<file path="config.mk">
export PLATFORM = sky130hd
export DESIGN_NAME = aop_result_port
export DESIGN_NICKNAME = d
export VERILOG_FILES = /design/src/include/aop_pkg.sv /design/src/verilog/aop_result_port.sv /design/src/verilog/aop_fifo.sv /design/src/verilog/aop_tick_div.sv
export SDC_FILE = /design/constraint.sdc
export NUM_CORES = 1
export LEC_CHECK = 0
export ABC_AREA = 1
export ABC_CLOCK_PERIOD_IN_PS = 3460
export BUFFER_PORTS_ARGS = -buffer_cell sky130_fd_sc_hd__buf_2
export CORE_MARGIN = 10
export CORE_UTILIZATION = 25
export CTS_CLUSTER_DIAMETER = 60
export DETAILED_ROUTE_END_ITERATION = 8
export PLACE_DENSITY = 0.4
export SYNTH_ARGS = -nofsm -noshare
export SYNTH_HDL_FRONTEND = slang
export SYNTH_SLANG_ARGS = --single-unit
export TNS_END_PERCENT = 20
</file>
<file path="constraint.sdc">
create_clock -name clk_sys -period 3.46 [get_ports clk_sys]
set_input_delay 0.865 -clock clk_sys [delete_from_list [all_inputs] [get_ports clk_sys]]
set_output_delay 0.865 -clock clk_sys [all_outputs]
set_load 0.05 [all_outputs]
</file>
<file path="src/include/aop_pkg.sv">
// Shared constants, enumerations and pin bundles of the result output port.
package aop_pkg;

	// ------------------------------------------------------------------
	// Result and buffer sizes
	// ------------------------------------------------------------------
	localparam int RES_W = 12;
	localparam int FIFO_DEPTH = 8;
	localparam int FIFO_LVL_W = 4;
	localparam logic [3:0] SER_LAST_BIT = 4'hb;

	// ------------------------------------------------------------------
	// Register map (byte addresses) and field positions
	// ------------------------------------------------------------------
	localparam logic [7:0] OFF_CTRL = 8'h00;
	localparam logic [7:0] OFF_STATUS = 8'h04;
	localparam logic [7:0] OFF_RESULT = 8'h08;
	localparam int CTRL_FMT_LSB = 0;
	localparam int CTRL_INT_CLK = 2;
	localparam int CTRL_CS_START = 3;
	localparam int CTRL_W = 4;
	localparam logic [3:0] CTRL_RESET = 4'h5;
	localparam int STAT_BUSY = 0;
	localparam int STAT_HOLD_VALID = 1;
	localparam int STAT_FRAME = 2;
	localparam int STAT_LVL_LSB = 4;

	// ------------------------------------------------------------------
	// Timing
	// ------------------------------------------------------------------
	localparam int CLK_PERIOD_PS = 5000;
	localparam int INT_CLK_PERIOD_NS = 400;
	localparam int INT_CLK_DIV = (INT_CLK_PERIOD_NS * 1000) / CLK_PERIOD_PS;

	// ------------------------------------------------------------------
	// Types
	// ------------------------------------------------------------------
	typedef enum logic [1:0] {
		FMT_GATED = 2'h0,
		FMT_PARALLEL = 2'h1,
		FMT_CONT = 2'h2,
		FMT_SPARE = 2'h3
	} aop_fmt_t;

	typedef enum logic [1:0] {
		SER_IDLE = 2'h0,
		SER_START = 2'h1,
		SER_SHIFT = 2'h3,
		SER_DONE = 2'h2
	} aop_ser_t;

	typedef struct packed {
		logic cs_start;
		logic int_clk;
		aop_fmt_t fmt;
	} aop_ctrl_t;

	typedef struct packed {
		logic [3:0] upper;
		logic [3:0] lower;
		logic msb;
		logic bit10;
		logic bit9;
		logic bit8;
	} aop_pins_t;

endpackage : aop_pkg

</file>
<file path="src/verilog/aop_result_port.sv">
// Result output port: parallel, byte and serial presentation of conversion results.
`timescale 1ns/1ps
//
// Function
// - Read strobe low together with select low makes the data lines drive.
// - Active-low busy output shows a conversion in progress and serves as interrupt.
// - Conversion clock is the external clock pin or the internal oscillator.
// - Top pin is result bit 11 in parallel format, high-byte select in byte format.
// - Byte format, select low: eight byte lines carry result bits 7 to 0.
// - Byte format, select high: eight byte lines carry the upper byte.
// - Serial format provides an active-low open-drain frame strobe.
// - Serial bit clock is open-drain, derived from the active converter clock.
// - Continuous format setting keeps the serial bit clock running all the time.
// - Gated format setting stops the bit clock after a result is sent.
// - Serial data bit is valid at bit clock falling edge while strobe is low.
// - Parallel format drives result bits 10, 9 and 8 on the shared serial pins.
// - Data lines float unless select and read are both active.
// - Parallel format always drives bits 7 to 0 regardless of byte select.
// - In byte or serial formats the lower eight lines follow byte select.
// - Rising edge of the trigger input starts a conversion, asynchronous input.
// - With trigger held low, a falling select edge starts a conversion.
module aop_result_port (
	input wire logic clk_sys,
	input wire logic rst_b,
	input wire logic psel,
	input wire logic penable,
	input wire logic pwrite,
	input wire logic [7:0] paddr,
	input wire logic [31:0] pwdata,
	output logic [31:0] prdata,
	output logic pready,
	output logic pslverr,
	input wire logic cs_n,
	input wire logic rd_n,
	input wire logic conversion_trigger,
	input wire logic ext_clk_pin,
	input wire logic high_byte_select,
	output logic busy_n,
	output logic conv_start,
	output logic conv_tick,
	input wire logic core_valid,
	input wire logic [aop_pkg::RES_W-1:0] core_result,
	output logic core_ready,
	output aop_pkg::aop_pins_t pins_out,
	output aop_pkg::aop_pins_t pins_oe_n
);
	import aop_pkg::*;

	// ------------------------------------------------------------------
	// Helpers
	// ------------------------------------------------------------------
	function automatic logic edge_up(input logic now_v, input logic prev_v);
		return now_v && !prev_v;
	endfunction : edge_up

	// ------------------------------------------------------------------
	// Declarations
	// ------------------------------------------------------------------
	logic [1:0] cs_sy_reg;
	logic [1:0] rd_sy_reg;
	logic [1:0] trig_sy_reg;
	logic [1:0] eclk_sy_reg;
	logic [1:0] hbe_sy_reg;
	logic cs_d_reg;
	logic trig_d_reg;
	logic eclk_d_reg;
	logic rd_act_d_reg;
	logic rd_act;
	logic read_end;
	logic trig_rise;
	logic cs_fall;
	logic start_req;
	aop_ctrl_t ctrl_reg;
	logic [31:0] prdata_reg;
	logic apb_setup;
	logic apb_access;
	logic addr_ok;
	logic tick_int;
	logic tick;
	logic busy_reg;
	logic conv_start_reg;
	logic fifo_out_valid;
	logic fifo_out_ready;
	logic [RES_W-1:0] fifo_out_data;
	logic [FIFO_LVL_W-1:0] fifo_level;
	logic hold_valid_reg;
	logic [RES_W-1:0] hold_data_reg;
	logic advance;
	logic serial_mode;
	logic sclk_run;
	logic sclk_rise;
	aop_ser_t ser_state_reg;
	logic sclk_reg;
	logic strobe_reg;
	logic ser_bit_reg;
	logic [RES_W-1:0] shift_reg;
	logic [3:0] bit_cnt_reg;
	logic frame_done_reg;
	aop_pins_t pins_next;
	aop_pins_t oe_next;
	aop_pins_t pins_reg;
	aop_pins_t oe_reg;

	// ------------------------------------------------------------------
	// Pin synchronisers
	// ------------------------------------------------------------------
	always_ff @(posedge clk_sys or negedge rst_b) begin
		if (!rst_b) begin
			cs_sy_reg <= 2'h3;
			rd_sy_reg <= 2'h3;
			trig_sy_reg <= 2'h0;
			eclk_sy_reg <= 2'h0;
			hbe_sy_reg <= 2'h0;
		end else begin
			cs_sy_reg <= {cs_sy_reg[0], cs_n};
			rd_sy_reg <= {rd_sy_reg[0], rd_n};
			trig_sy_reg <= {trig_sy_reg[0], conversion_trigger};
			eclk_sy_reg <= {eclk_sy_reg[0], ext_clk_pin};
			hbe_sy_reg <= {hbe_sy_reg[0], high_byte_select};
		end
	end

	always_ff @(posedge clk_sys or negedge rst_b) begin
		if (!rst_b) begin
			cs_d_reg <= 1'b1;
			trig_d_reg <= 1'b0;
			eclk_d_reg <= 1'b0;
			rd_act_d_reg <= 1'b0;
		end else begin
			cs_d_reg <= cs_sy_reg[1];
			trig_d_reg <= trig_sy_reg[1];
			eclk_d_reg <= eclk_sy_reg[1];
			rd_act_d_reg <= rd_act;
		end
	end

	assign rd_act = !cs_sy_reg[1] && !rd_sy_reg[1];
	assign read_end = edge_up(rd_act_d_reg, rd_act);
	assign trig_rise = edge_up(trig_sy_reg[1], trig_d_reg);
	assign cs_fall = edge_up(cs_d_reg, cs_sy_reg[1]);

	// ------------------------------------------------------------------
	// APB register slave
	// ------------------------------------------------------------------
	assign apb_setup = psel && !penable;
	assign apb_access = psel && penable;
	assign addr_ok = (paddr == OFF_CTRL) || (paddr == OFF_STATUS) || (paddr == OFF_RESULT);
	assign pready = 1'b1;
	assign pslverr = apb_access && !addr_ok;
	assign prdata = prdata_reg;

	always_ff @(posedge clk_sys or negedge rst_b) begin
		if (!rst_b) begin
			ctrl_reg <= aop_ctrl_t'(CTRL_RESET);
		end else if (apb_access && pwrite && paddr == OFF_CTRL) begin
			ctrl_reg <= aop_ctrl_t'(pwdata[CTRL_W-1:0]);
		end
	end

	always_ff @(posedge clk_sys or negedge rst_b) begin
		if (!rst_b) begin
			prdata_reg <= '0;
		end else if (apb_setup && !pwrite) begin
			prdata_reg <= '0;
			case (paddr)
				OFF_CTRL: begin
					prdata_reg[CTRL_W-1:0] <= ctrl_reg;
				end
				OFF_STATUS: begin
					prdata_reg[STAT_BUSY] <= busy_reg;
					prdata_reg[STAT_HOLD_VALID] <= hold_valid_reg;
					prdata_reg[STAT_FRAME] <= (ser_state_reg != SER_IDLE);
					prdata_reg[STAT_LVL_LSB +: FIFO_LVL_W] <= fifo_level;
				end
				OFF_RESULT: begin
					prdata_reg[RES_W-1:0] <= hold_data_reg;
				end
				default: begin
					prdata_reg <= '0;
				end
			endcase
		end
	end

	// ------------------------------------------------------------------
	// Converter clock selection
	// ------------------------------------------------------------------
	aop_tick_div #(
		.DIV(INT_CLK_DIV)
	) u_int_osc (
		.clk_sys(clk_sys),
		.rst_b(rst_b),
		.tick(tick_int)
	);

	assign tick = ctrl_reg.int_clk ? tick_int : edge_up(eclk_sy_reg[1], eclk_d_reg);
	assign conv_tick = tick;

	// ------------------------------------------------------------------
	// Conversion start and busy status
	// ------------------------------------------------------------------
	assign start_req = trig_rise || (ctrl_reg.cs_start && cs_fall && !trig_sy_reg[1]);
	assign conv_start = conv_start_reg;
	assign busy_n = !busy_reg;

	always_ff @(posedge clk_sys or negedge rst_b) begin
		if (!rst_b) begin
			conv_start_reg <= 1'b0;
		end else begin
			conv_start_reg <= start_req && !busy_reg;
		end
	end

	// A start pulse wins over a completion in the same cycle.
	always_ff @(posedge clk_sys or negedge rst_b) begin
		if (!rst_b) begin
			busy_reg <= 1'b0;
		end else if (conv_start_reg) begin
			busy_reg <= 1'b1;
		end else if (core_valid && core_ready) begin
			busy_reg <= 1'b0;
		end
	end

	// ------------------------------------------------------------------
	// Result buffer and holding register
	// ------------------------------------------------------------------
	aop_fifo #(
		.WIDTH(RES_W),
		.DEPTH(FIFO_DEPTH)
	) u_fifo (
		.clk_sys(clk_sys),
		.rst_b(rst_b),
		.in_valid(core_valid),
		.in_ready(core_ready),
		.in_data(core_result),
		.out_valid(fifo_out_valid),
		.out_ready(fifo_out_ready),
		.out_data(fifo_out_data),
		.level(fifo_level)
	);

	// Parallel and spare-format results are consumed by a host read; serial formats by a sent frame.
	assign advance = serial_mode ? frame_done_reg : (read_end && hold_valid_reg);
	assign fifo_out_ready = !hold_valid_reg || advance;

	always_ff @(posedge clk_sys or negedge rst_b) begin
		if (!rst_b) begin
			hold_valid_reg <= 1'b0;
			hold_data_reg <= '0;
		end else if (fifo_out_valid && fifo_out_ready) begin
			hold_valid_reg <= 1'b1;
			hold_data_reg <= fifo_out_data;
		end else if (advance) begin
			hold_valid_reg <= 1'b0;
		end
	end

	// ------------------------------------------------------------------
	// Serial bit clock
	// ------------------------------------------------------------------
	assign serial_mode = (ctrl_reg.fmt == FMT_GATED) || (ctrl_reg.fmt == FMT_CONT);
	assign sclk_run = serial_mode && ((ctrl_reg.fmt == FMT_CONT)
		|| (ser_state_reg != SER_IDLE) || !sclk_reg);
	assign sclk_rise = tick && sclk_run && !sclk_reg;

	always_ff @(posedge clk_sys or negedge rst_b) begin
		if (!rst_b) begin
			sclk_reg <= 1'b1;
		end else if (!serial_mode) begin
			sclk_reg <= 1'b1;
		end else if (tick && sclk_run) begin
			sclk_reg <= !sclk_reg;
		end
	end

	// ------------------------------------------------------------------
	// Serial frame
	// ------------------------------------------------------------------
	// Data and strobe change on bit clock rising edges only, so each bit is
	// settled for a full half period before the falling edge samples it.
	always_ff @(posedge clk_sys or negedge rst_b) begin
		if (!rst_b) begin
			ser_state_reg <= SER_IDLE;
			strobe_reg <= 1'b1;
			ser_bit_reg <= 1'b1;
			shift_reg <= '0;
			bit_cnt_reg <= '0;
			frame_done_reg <= 1'b0;
		end else if (!serial_mode) begin
			ser_state_reg <= SER_IDLE;
			strobe_reg <= 1'b1;
			ser_bit_reg <= 1'b1;
			frame_done_reg <= 1'b0;
		end else begin
			frame_done_reg <= 1'b0;
			case (ser_state_reg)
				SER_IDLE: begin
					if (hold_valid_reg && !frame_done_reg) begin
						ser_state_reg <= SER_START;
					end
				end
				SER_START: begin
					if (sclk_rise) begin
						shift_reg <= hold_data_reg;
						ser_bit_reg <= hold_data_reg[RES_W-1];
						strobe_reg <= 1'b0;
						bit_cnt_reg <= '0;
						ser_state_reg <= SER_SHIFT;
					end
				end
				SER_SHIFT: begin
					if (sclk_rise) begin
						if (bit_cnt_reg == SER_LAST_BIT) begin
							strobe_reg <= 1'b1;
							ser_bit_reg <= 1'b1;
							ser_state_reg <= SER_DONE;
						end else begin
							bit_cnt_reg <= bit_cnt_reg + 4'h1;
							shift_reg <= {shift_reg[RES_W-2:0], 1'b0};
							ser_bit_reg <= shift_reg[RES_W-2];
						end
					end
				end
				SER_DONE: begin
					frame_done_reg <= 1'b1;
					ser_state_reg <= SER_IDLE;
				end
				default: begin
					ser_state_reg <= SER_IDLE;
				end
			endcase
		end
	end

	// ------------------------------------------------------------------
	// Pin multiplexing
	// ------------------------------------------------------------------
	always_comb begin
		pins_next = '0;
		oe_next = '1;
		case (ctrl_reg.fmt)
			FMT_GATED, FMT_CONT: begin
				if (hbe_sy_reg[1]) begin
					pins_next.upper = 4'h0;
					pins_next.lower = hold_data_reg[11:8];
				end else begin
					pins_next.upper = hold_data_reg[7:4];
					pins_next.lower = hold_data_reg[3:0];
				end
				if (rd_act) begin
					oe_next.upper = 4'h0;
					oe_next.lower = 4'h0;
				end
				oe_next.msb = 1'b1;
				oe_next.bit10 = strobe_reg;
				oe_next.bit9 = sclk_reg;
				oe_next.bit8 = ser_bit_reg;
			end
			default: begin
				pins_next.upper = hold_data_reg[7:4];
				pins_next.lower = hold_data_reg[3:0];
				pins_next.msb = hold_data_reg[11];
				pins_next.bit10 = hold_data_reg[10];
				pins_next.bit9 = hold_data_reg[9];
				pins_next.bit8 = hold_data_reg[8];
				if (rd_act) begin
					oe_next = '0;
				end
			end
		endcase
	end

	always_ff @(posedge clk_sys or negedge rst_b) begin
		if (!rst_b) begin
			pins_reg <= '0;
			oe_reg <= '1;
		end else begin
			pins_reg <= pins_next;
			oe_reg <= oe_next;
		end
	end

	assign pins_out = pins_reg;
	assign pins_oe_n = oe_reg;

endmodule : aop_result_port

</file>
<file path="src/verilog/aop_fifo.sv">
// Parameterised result FIFO with valid and ready on both sides.
`timescale 1ns/1ps
module aop_fifo #(
	parameter int WIDTH = 12,
	parameter int DEPTH = 8
) (
	input wire logic clk_sys,
	input wire logic rst_b,
	input wire logic in_valid,
	output logic in_ready,
	input wire logic [WIDTH-1:0] in_data,
	output logic out_valid,
	input wire logic out_ready,
	output logic [WIDTH-1:0] out_data,
	output logic [$clog2(DEPTH):0] level
);
	localparam int AW = $clog2(DEPTH);

	logic [WIDTH-1:0] mem_reg [DEPTH];
	logic [AW-1:0] wr_ptr_reg;
	logic [AW-1:0] rd_ptr_reg;
	logic [AW:0] count_reg;
	logic push;
	logic pop;

	assign in_ready = (count_reg < (AW+1)'(DEPTH));
	assign out_valid = (count_reg != '0);
	assign push = in_valid && in_ready;
	assign pop = out_valid && out_ready;
	assign out_data = mem_reg[rd_ptr_reg];
	assign level = count_reg;

	always_ff @(posedge clk_sys) begin
		if (push) begin
			mem_reg[wr_ptr_reg] <= in_data;
		end
	end

	always_ff @(posedge clk_sys or negedge rst_b) begin
		if (!rst_b) begin
			wr_ptr_reg <= '0;
			rd_ptr_reg <= '0;
			count_reg <= '0;
		end else begin
			if (push) begin
				wr_ptr_reg <= (wr_ptr_reg == AW'(DEPTH - 1)) ? '0 : wr_ptr_reg + 1'b1;
			end
			if (pop) begin
				rd_ptr_reg <= (rd_ptr_reg == AW'(DEPTH - 1)) ? '0 : rd_ptr_reg + 1'b1;
			end
			if (push && !pop) begin
				count_reg <= count_reg + 1'b1;
			end else if (pop && !push) begin
				count_reg <= count_reg - 1'b1;
			end
		end
	end
endmodule : aop_fifo

</file>
<file path="src/verilog/aop_tick_div.sv">
// Divider that turns the system clock into the internal converter clock enable.
`timescale 1ns/1ps
module aop_tick_div #(
	parameter int DIV = 80
) (
	input wire logic clk_sys,
	input wire logic rst_b,
	output logic tick
);
	logic [7:0] cnt_reg;

	always_ff @(posedge clk_sys or negedge rst_b) begin
		if (!rst_b) begin
			cnt_reg <= '0;
			tick <= 1'b0;
		end else if (cnt_reg == 8'(DIV - 1)) begin
			cnt_reg <= '0;
			tick <= 1'b1;
		end else begin
			cnt_reg <= cnt_reg + 8'h01;
			tick <= 1'b0;
		end
	end
endmodule : aop_tick_div

</file>
# Yosys cells after proc, flatten, opt, wreduce, memory -nomap -nowiden
# Memories as Yosys holds them, arrays and structs flattened. A register that Yosys moved wholly into a read port is not among the register bits.
# Cells that the tools add are included.
# totals
register_bits,97
input_bits,63
n_memories,1
mem_bits_rw,96
# mem_list
memory,words,word_bits,read_ports,rd_clocked_by_memory_dff,wr,line_no,rtl
u_fifo.mem_reg,8,12,1,1,1,aop_fifo.sv:19,logic [WIDTH-1:0] mem_reg [DEPTH];
# op_classes
add_sub_neg,6
n_reduce_logical,60
order_cmp,1
muxes,52
n_eq_ne,19
# ops
operator,count
$mux W11,3
$mux W8,4
$mux W4,7
$mux W12,2
$logic_and A1 B1 Y1,23
$pmux W11 S2,1
$mux W1,21
$logic_not A1 Y1,16
$pmux W4 S2,2
$ne A3 B3 Y1 const B,4
$mux W2,5
$reduce_bool A2 Y1,5
$pmux W3 S3,1
$add A4 B1 Y4 const B,2
$add A8 B1 Y8 const B,1
$eq A8 B3 Y1 const B,1
$eq A8 B4 Y1 const B,1
$eq A8 B7 Y1 const B,1
$logic_not A8 Y1,1
$pmux W2 S4,1
$reduce_and A4 Y1,2
$logic_or A1 B1 Y1,7
$add A3 B1 Y3 const B,2
$eq A2 B2 Y1 const B,3
15 further kinds,22

# Depth between registers and ports, before layout
# depth
depth_word,11
mapped_depth,14
depth_no_buf,13

# Modules after synthesis
# From an unflattened synthesis, not the netlist that was laid out.
# hier_totals
hier_cells,894
area_unflattened_um2,8658.3
# modules_own_cells
module,area_each_um2,seq_area_each_um2,instances,cells_each
aop_fifo,4451.8,3133.0,1,402
aop_result_port,3794.9,2095.8,1,446
aop_tick_div,411.6,225.2,1,46

# Worst setup path before layout
# OpenSTA, ideal clock, no wires.
# synth_path
path_type,input -> output
startpoint,input paddr[7]
endpoint,output pslverr
arrival_time_ps,1671
path_slack_ps,924
stages,4
n_path_buf,0
path_cell_list,nor2_1 nand2_1 a211oi_1 nor2_1
# synth_via
elab_chain_len,5
word_cells_on_any_way,7
# synth_lines
element,line_no,rtl
"start, declared",aop_result_port.sv:28,"input wire logic [7:0] paddr,"
$eq A8 B3 Y1 or $logic_not A8 Y1 (tied branches),aop_result_port.sv:147,assign addr_ok = (paddr == OFF_CTRL) || (paddr == OFF_STATUS) || (paddr == OFF_RESULT);
$logic_or A1 B1 Y1,aop_result_port.sv:147,
$logic_or A1 B1 Y1 (*),aop_result_port.sv:147,
$logic_not A1 Y1 (*),aop_result_port.sv:149,assign pslverr = apb_access && !addr_ok;
$logic_and A1 B1 Y1 (*),aop_result_port.sv:149,
"end, declared",aop_result_port.sv:32,"output logic pslverr,"
# Every way passes the cells marked *; elsewhere a longest branch is shown, timed or not.

# Worst setup path in the final report
# layout_path
startpoint,register ctrl_reg[2] in the netlist's numbering
endpoint,output conv_tick
# layout_via
elab_chain_len,1
# layout_lines
element,line_no,rtl
"start, declared",aop_result_port.sv:73,aop_ctrl_t ctrl_reg;
"start signal, assigned",aop_result_port.sv:154,ctrl_reg <= aop_ctrl_t'(CTRL_RESET);
"start signal, assigned",aop_result_port.sv:156,ctrl_reg <= aop_ctrl_t'(pwdata[CTRL_W-1:0]);
$mux W1,aop_result_port.sv:196,"assign tick = ctrl_reg.int_clk ? tick_int : edge_up(eclk_sy_reg[1], eclk_d_reg);"
"end, declared",aop_result_port.sv:40,"output logic conv_tick,"
# Every way passes these cells.

==> key figures <==
Critical path
  • Crit start category: flop
  • Critical path class: flop to primary output
  • Worst Path Required: 2.59 ns
  • Arr. time, crit path: approximately 1.6 ns
  • Setup crit end kind: primary output
  • Crit Path Max Fanout: 4

Floorplanning
  • Site Rows: 67
  • Num ports: between 100 and 150
  • Die width: ~200 um
  • Starting Density: roughly a quarter
  • Die footprint: approximately 42000 um2
  • Die Y: ~200 um
  • Core area: 33400 um2

Route
  • Post-route DRC: 0
  • Final WL: around 21 mm
  • Initial DRC Count: about 320
  • Via count: 5645
  • DRT Pass-1 Iters: 4
  • Antenna-violating nets left: 0
  • Routed WL per cell: 15.5 um
  • Vias/cell: ~4.1

Power
  • Pleak: 4.31 nW
  • Combinational power share: between 20% and 30%
  • Clock share of power: roughly 28%
  • Switching Share: roughly 38%
  • Power per Cell Area: ~750 nW/um2
  • Reg power frac: a little over two fifths
  • Worst ir drop on vdd: about 0.57 mV
  • Cell Int Power: between 0.004 and 0.005 W
  • Sw Pwr: between 0.002 and 0.003 W

Timing
  • Measured slew at the worst slew-check pin: between 0.8 and 0.9 ns
  • F_max: around 400 MHz
  • Slew headroom: between 40% and 50%
  • Fin Clk Skew: 0.0128 ns
  • RSZ-0062 raised after global routing: no
  • Final setup vio count: 0
  • Fin crit share: 71.9%
  • Hold WS: 0.351 ns
  • Slew Limit Fails: 0
  • PnR worst setup slack: roughly 0.97 ns
  • Min Clock Period, post-route: between 2 and 2.5 ns
  • Fin Setup TNS: 0 ns
  • Final Hold Fails: 0

Global route
  • Initial antenna violation count: 1
  • First-pass GRT wire length: 33.4 mm
  • Grt ovf: 0
  • All-Layer GR Usage: roughly 10%
  • Largest net degree at the start of global routing: between 50 and 60
  • Number of global-route vias before repair: roughly 5700

Placement
  • DP Area: between 9000 and 10000 um2
  • Dpl cells: approximately 1300
  • IO Port Bufs: between 70 and 80
  • Dpl ws: 0.966 ns
  • Post-DP HPWL: approximately 14 mm
  • Final GP Congestion: a little over 0.7

Cells and area
  • ANT cells: 0
  • Final instance area: just under 10000 um2
  • Most frequent cells in the layout: nand2_1 (222), nor2_1 (112), edfxtp_1 (96)
  • Post-route insts no fill: between 1000 and 1500
  • Area grow syn2layout: 16.2%
  • Max reg flops: between 90 and 100
  • Share of layout cells above drive strength 1: 15.7%
  • Commonest non-fill, non-tap cell in the layout: nand2_1
  • Final #Nets: roughly 990
  • Layout filler cell count: between 3000 and 4000

Clocking
  • Post-CTS Setup Bufs: 0
  • Post-CTS Hold Fix Bufs: 0
  • CTS tree: yes
  • CTS buffer count: 17
  • H-tree level count: 4
  • Clk buf depth: 2
  • CTS clock-pin slew for the worst setup and hold paths: approximately 0.07 ns
  • PostCTS Resize Cnt: 0
  • Skew-Pair Late Insertion Delay: between 0.4 and 0.5 ns
  • CTS root buffer: clkbuf_16
  • # clock sinks: 198

Synthesis
  • Mapped Cells: ~850
  • Post-synth EDFFs: 96
  • Netlist cell types: 36
  • Yosys warning count: 0
  • Synth Register Bits: 198
  • Post-synth top flop: edfxtp_1
  • Syn avg cell area: approximately 10 um2
  • Mapped Area: approximately 8400 um2
  • Ys async rst share: between 50 and 60%
  • Register area share after synthesis: 64.6%

Run
  • Max-cap violations: 0

Outcome
  • Status: finished, final reports clean

Worst hold path
  • Min-Delay Path Class: flop to flop
## kinds of logic after synthesis
family                   Yosys count  synth area share [%]
AO/OA/AOI/OAI                     93                  5.96
XOR/XNOR                          10                  1.04
adder cells (fa/ha/maj)           10                  1.57
buffers and inverters            122                  7.11
flip-flops                       198                  64.6
other                              2                0.0890
AND/OR/NAND/NOR                  410                  19.6
## power groups by stage
stage	Clock (W)	Sequential, W	Combinational, W
final	0.00202	0.00319	0.00215
after detailed placement	0	0.00325	0.00219
after floorplan	0	0.00331	0.00146
after global routing	0.00219	0.00325	0.00246
after global placement	0	0.00324	0.00218
after CTS	0.00210	0.00320	0.00220
## cell type report
| cell class | instances | area [um2] | share of cell area [%] |
|---|---|---|---|
| tap | 448 | 561 | 5.71 |
| inverter | 65 | 244 | 2.49 |
| sequential | 198 | 5450 | 55.6 |
| timing repair buffer | 89 | 495 | 5.05 |
| multi-input combinational | 544 | 2460 | 25.1 |
| clock buffer | 19 | 464 | 4.73 |
| clock inverter | 13 | 133 | 1.35 |
## worst max-delay path, cell delays in order (launching register included)
cell and delay [ns]:
dfstp_2 0.57, inv_1 0.04, nand2_1 0.11, and2_1 0.18
buf_2 0.29
## path summary, 6_finish.rpt
| path | from | end | slack [ns] | cells after the start |
|---|---|---|---|---|
| worst min-delay path | trig_sy_reg[0]$_DFF_PN0_ | trig_sy_reg[1]$_DFF_PN0_ | 0.35 | 0 |
| max in group asynchronous | rst_b | cs_sy_reg[0]$_DFF_PN1_ | 2.24 | 2 |
| worst max register to register | ctrl_reg[0]$_DFFE_PN1P_ | u_fifo.level[3]$_DFFE_PN0P_ | 1.07 | 12 |
| worst min register to register | trig_sy_reg[0]$_DFF_PN0_ | trig_sy_reg[1]$_DFF_PN0_ | 0.35 | 0 |
| worst max-delay path | ctrl_reg[2]$_DFFE_PN1P_ | conv_tick | 0.97 | 4 |
| min in group asynchronous | rst_b | hbe_sy_reg[0]$_DFF_PN0_ | 0.44 | 1 |
## cell usage after synthesis, types with 2 or more instances
master	number	area (um2)
xor2_1	7	61.3
a211oi_1	2	15.0
clkbuf_1	12	45.0
nand2_1	222	833
buf_6	2	22.5
or2_2	2	12.5
nor3_1	3	15.0
nand3_1	65	325
o21ai_0	80	400
a21oi_1	4	20.0
a21oi_4	2	32.5
buf_2	12	60.1
nor2_1	112	420
conb_1	2	7.51
inv_2	3	11.3
dfstp_2	15	394
edfxtp_1	96	2880
dfrtp_1	87	2180
buf_4	30	225
xnor2_1	3	26.3
inv_1	61	229
ha_1	9	113
## routing by layer
metal / vias to the layer above / global-route usage (%) / wire length, um
met5: - / 0 / 7
met1: 2679 / 13.8 / 10400
met2: 106 / 16.2 / 9740
li1: 2843 / - / -
met4: 2 / 2.69 / 211
met3: 15 / 2.67 / 895
## through the flow
stage	power (W)	util (%)
floorplan	0.00477	-
global placement	0.00543	27.5
detailed placement	0.00544	27.5
CTS	0.00749	29.3
global route	0.00790	29.3
finish	0.00737	29.3
No activity file was read; power rests on OpenSTA's default activity.
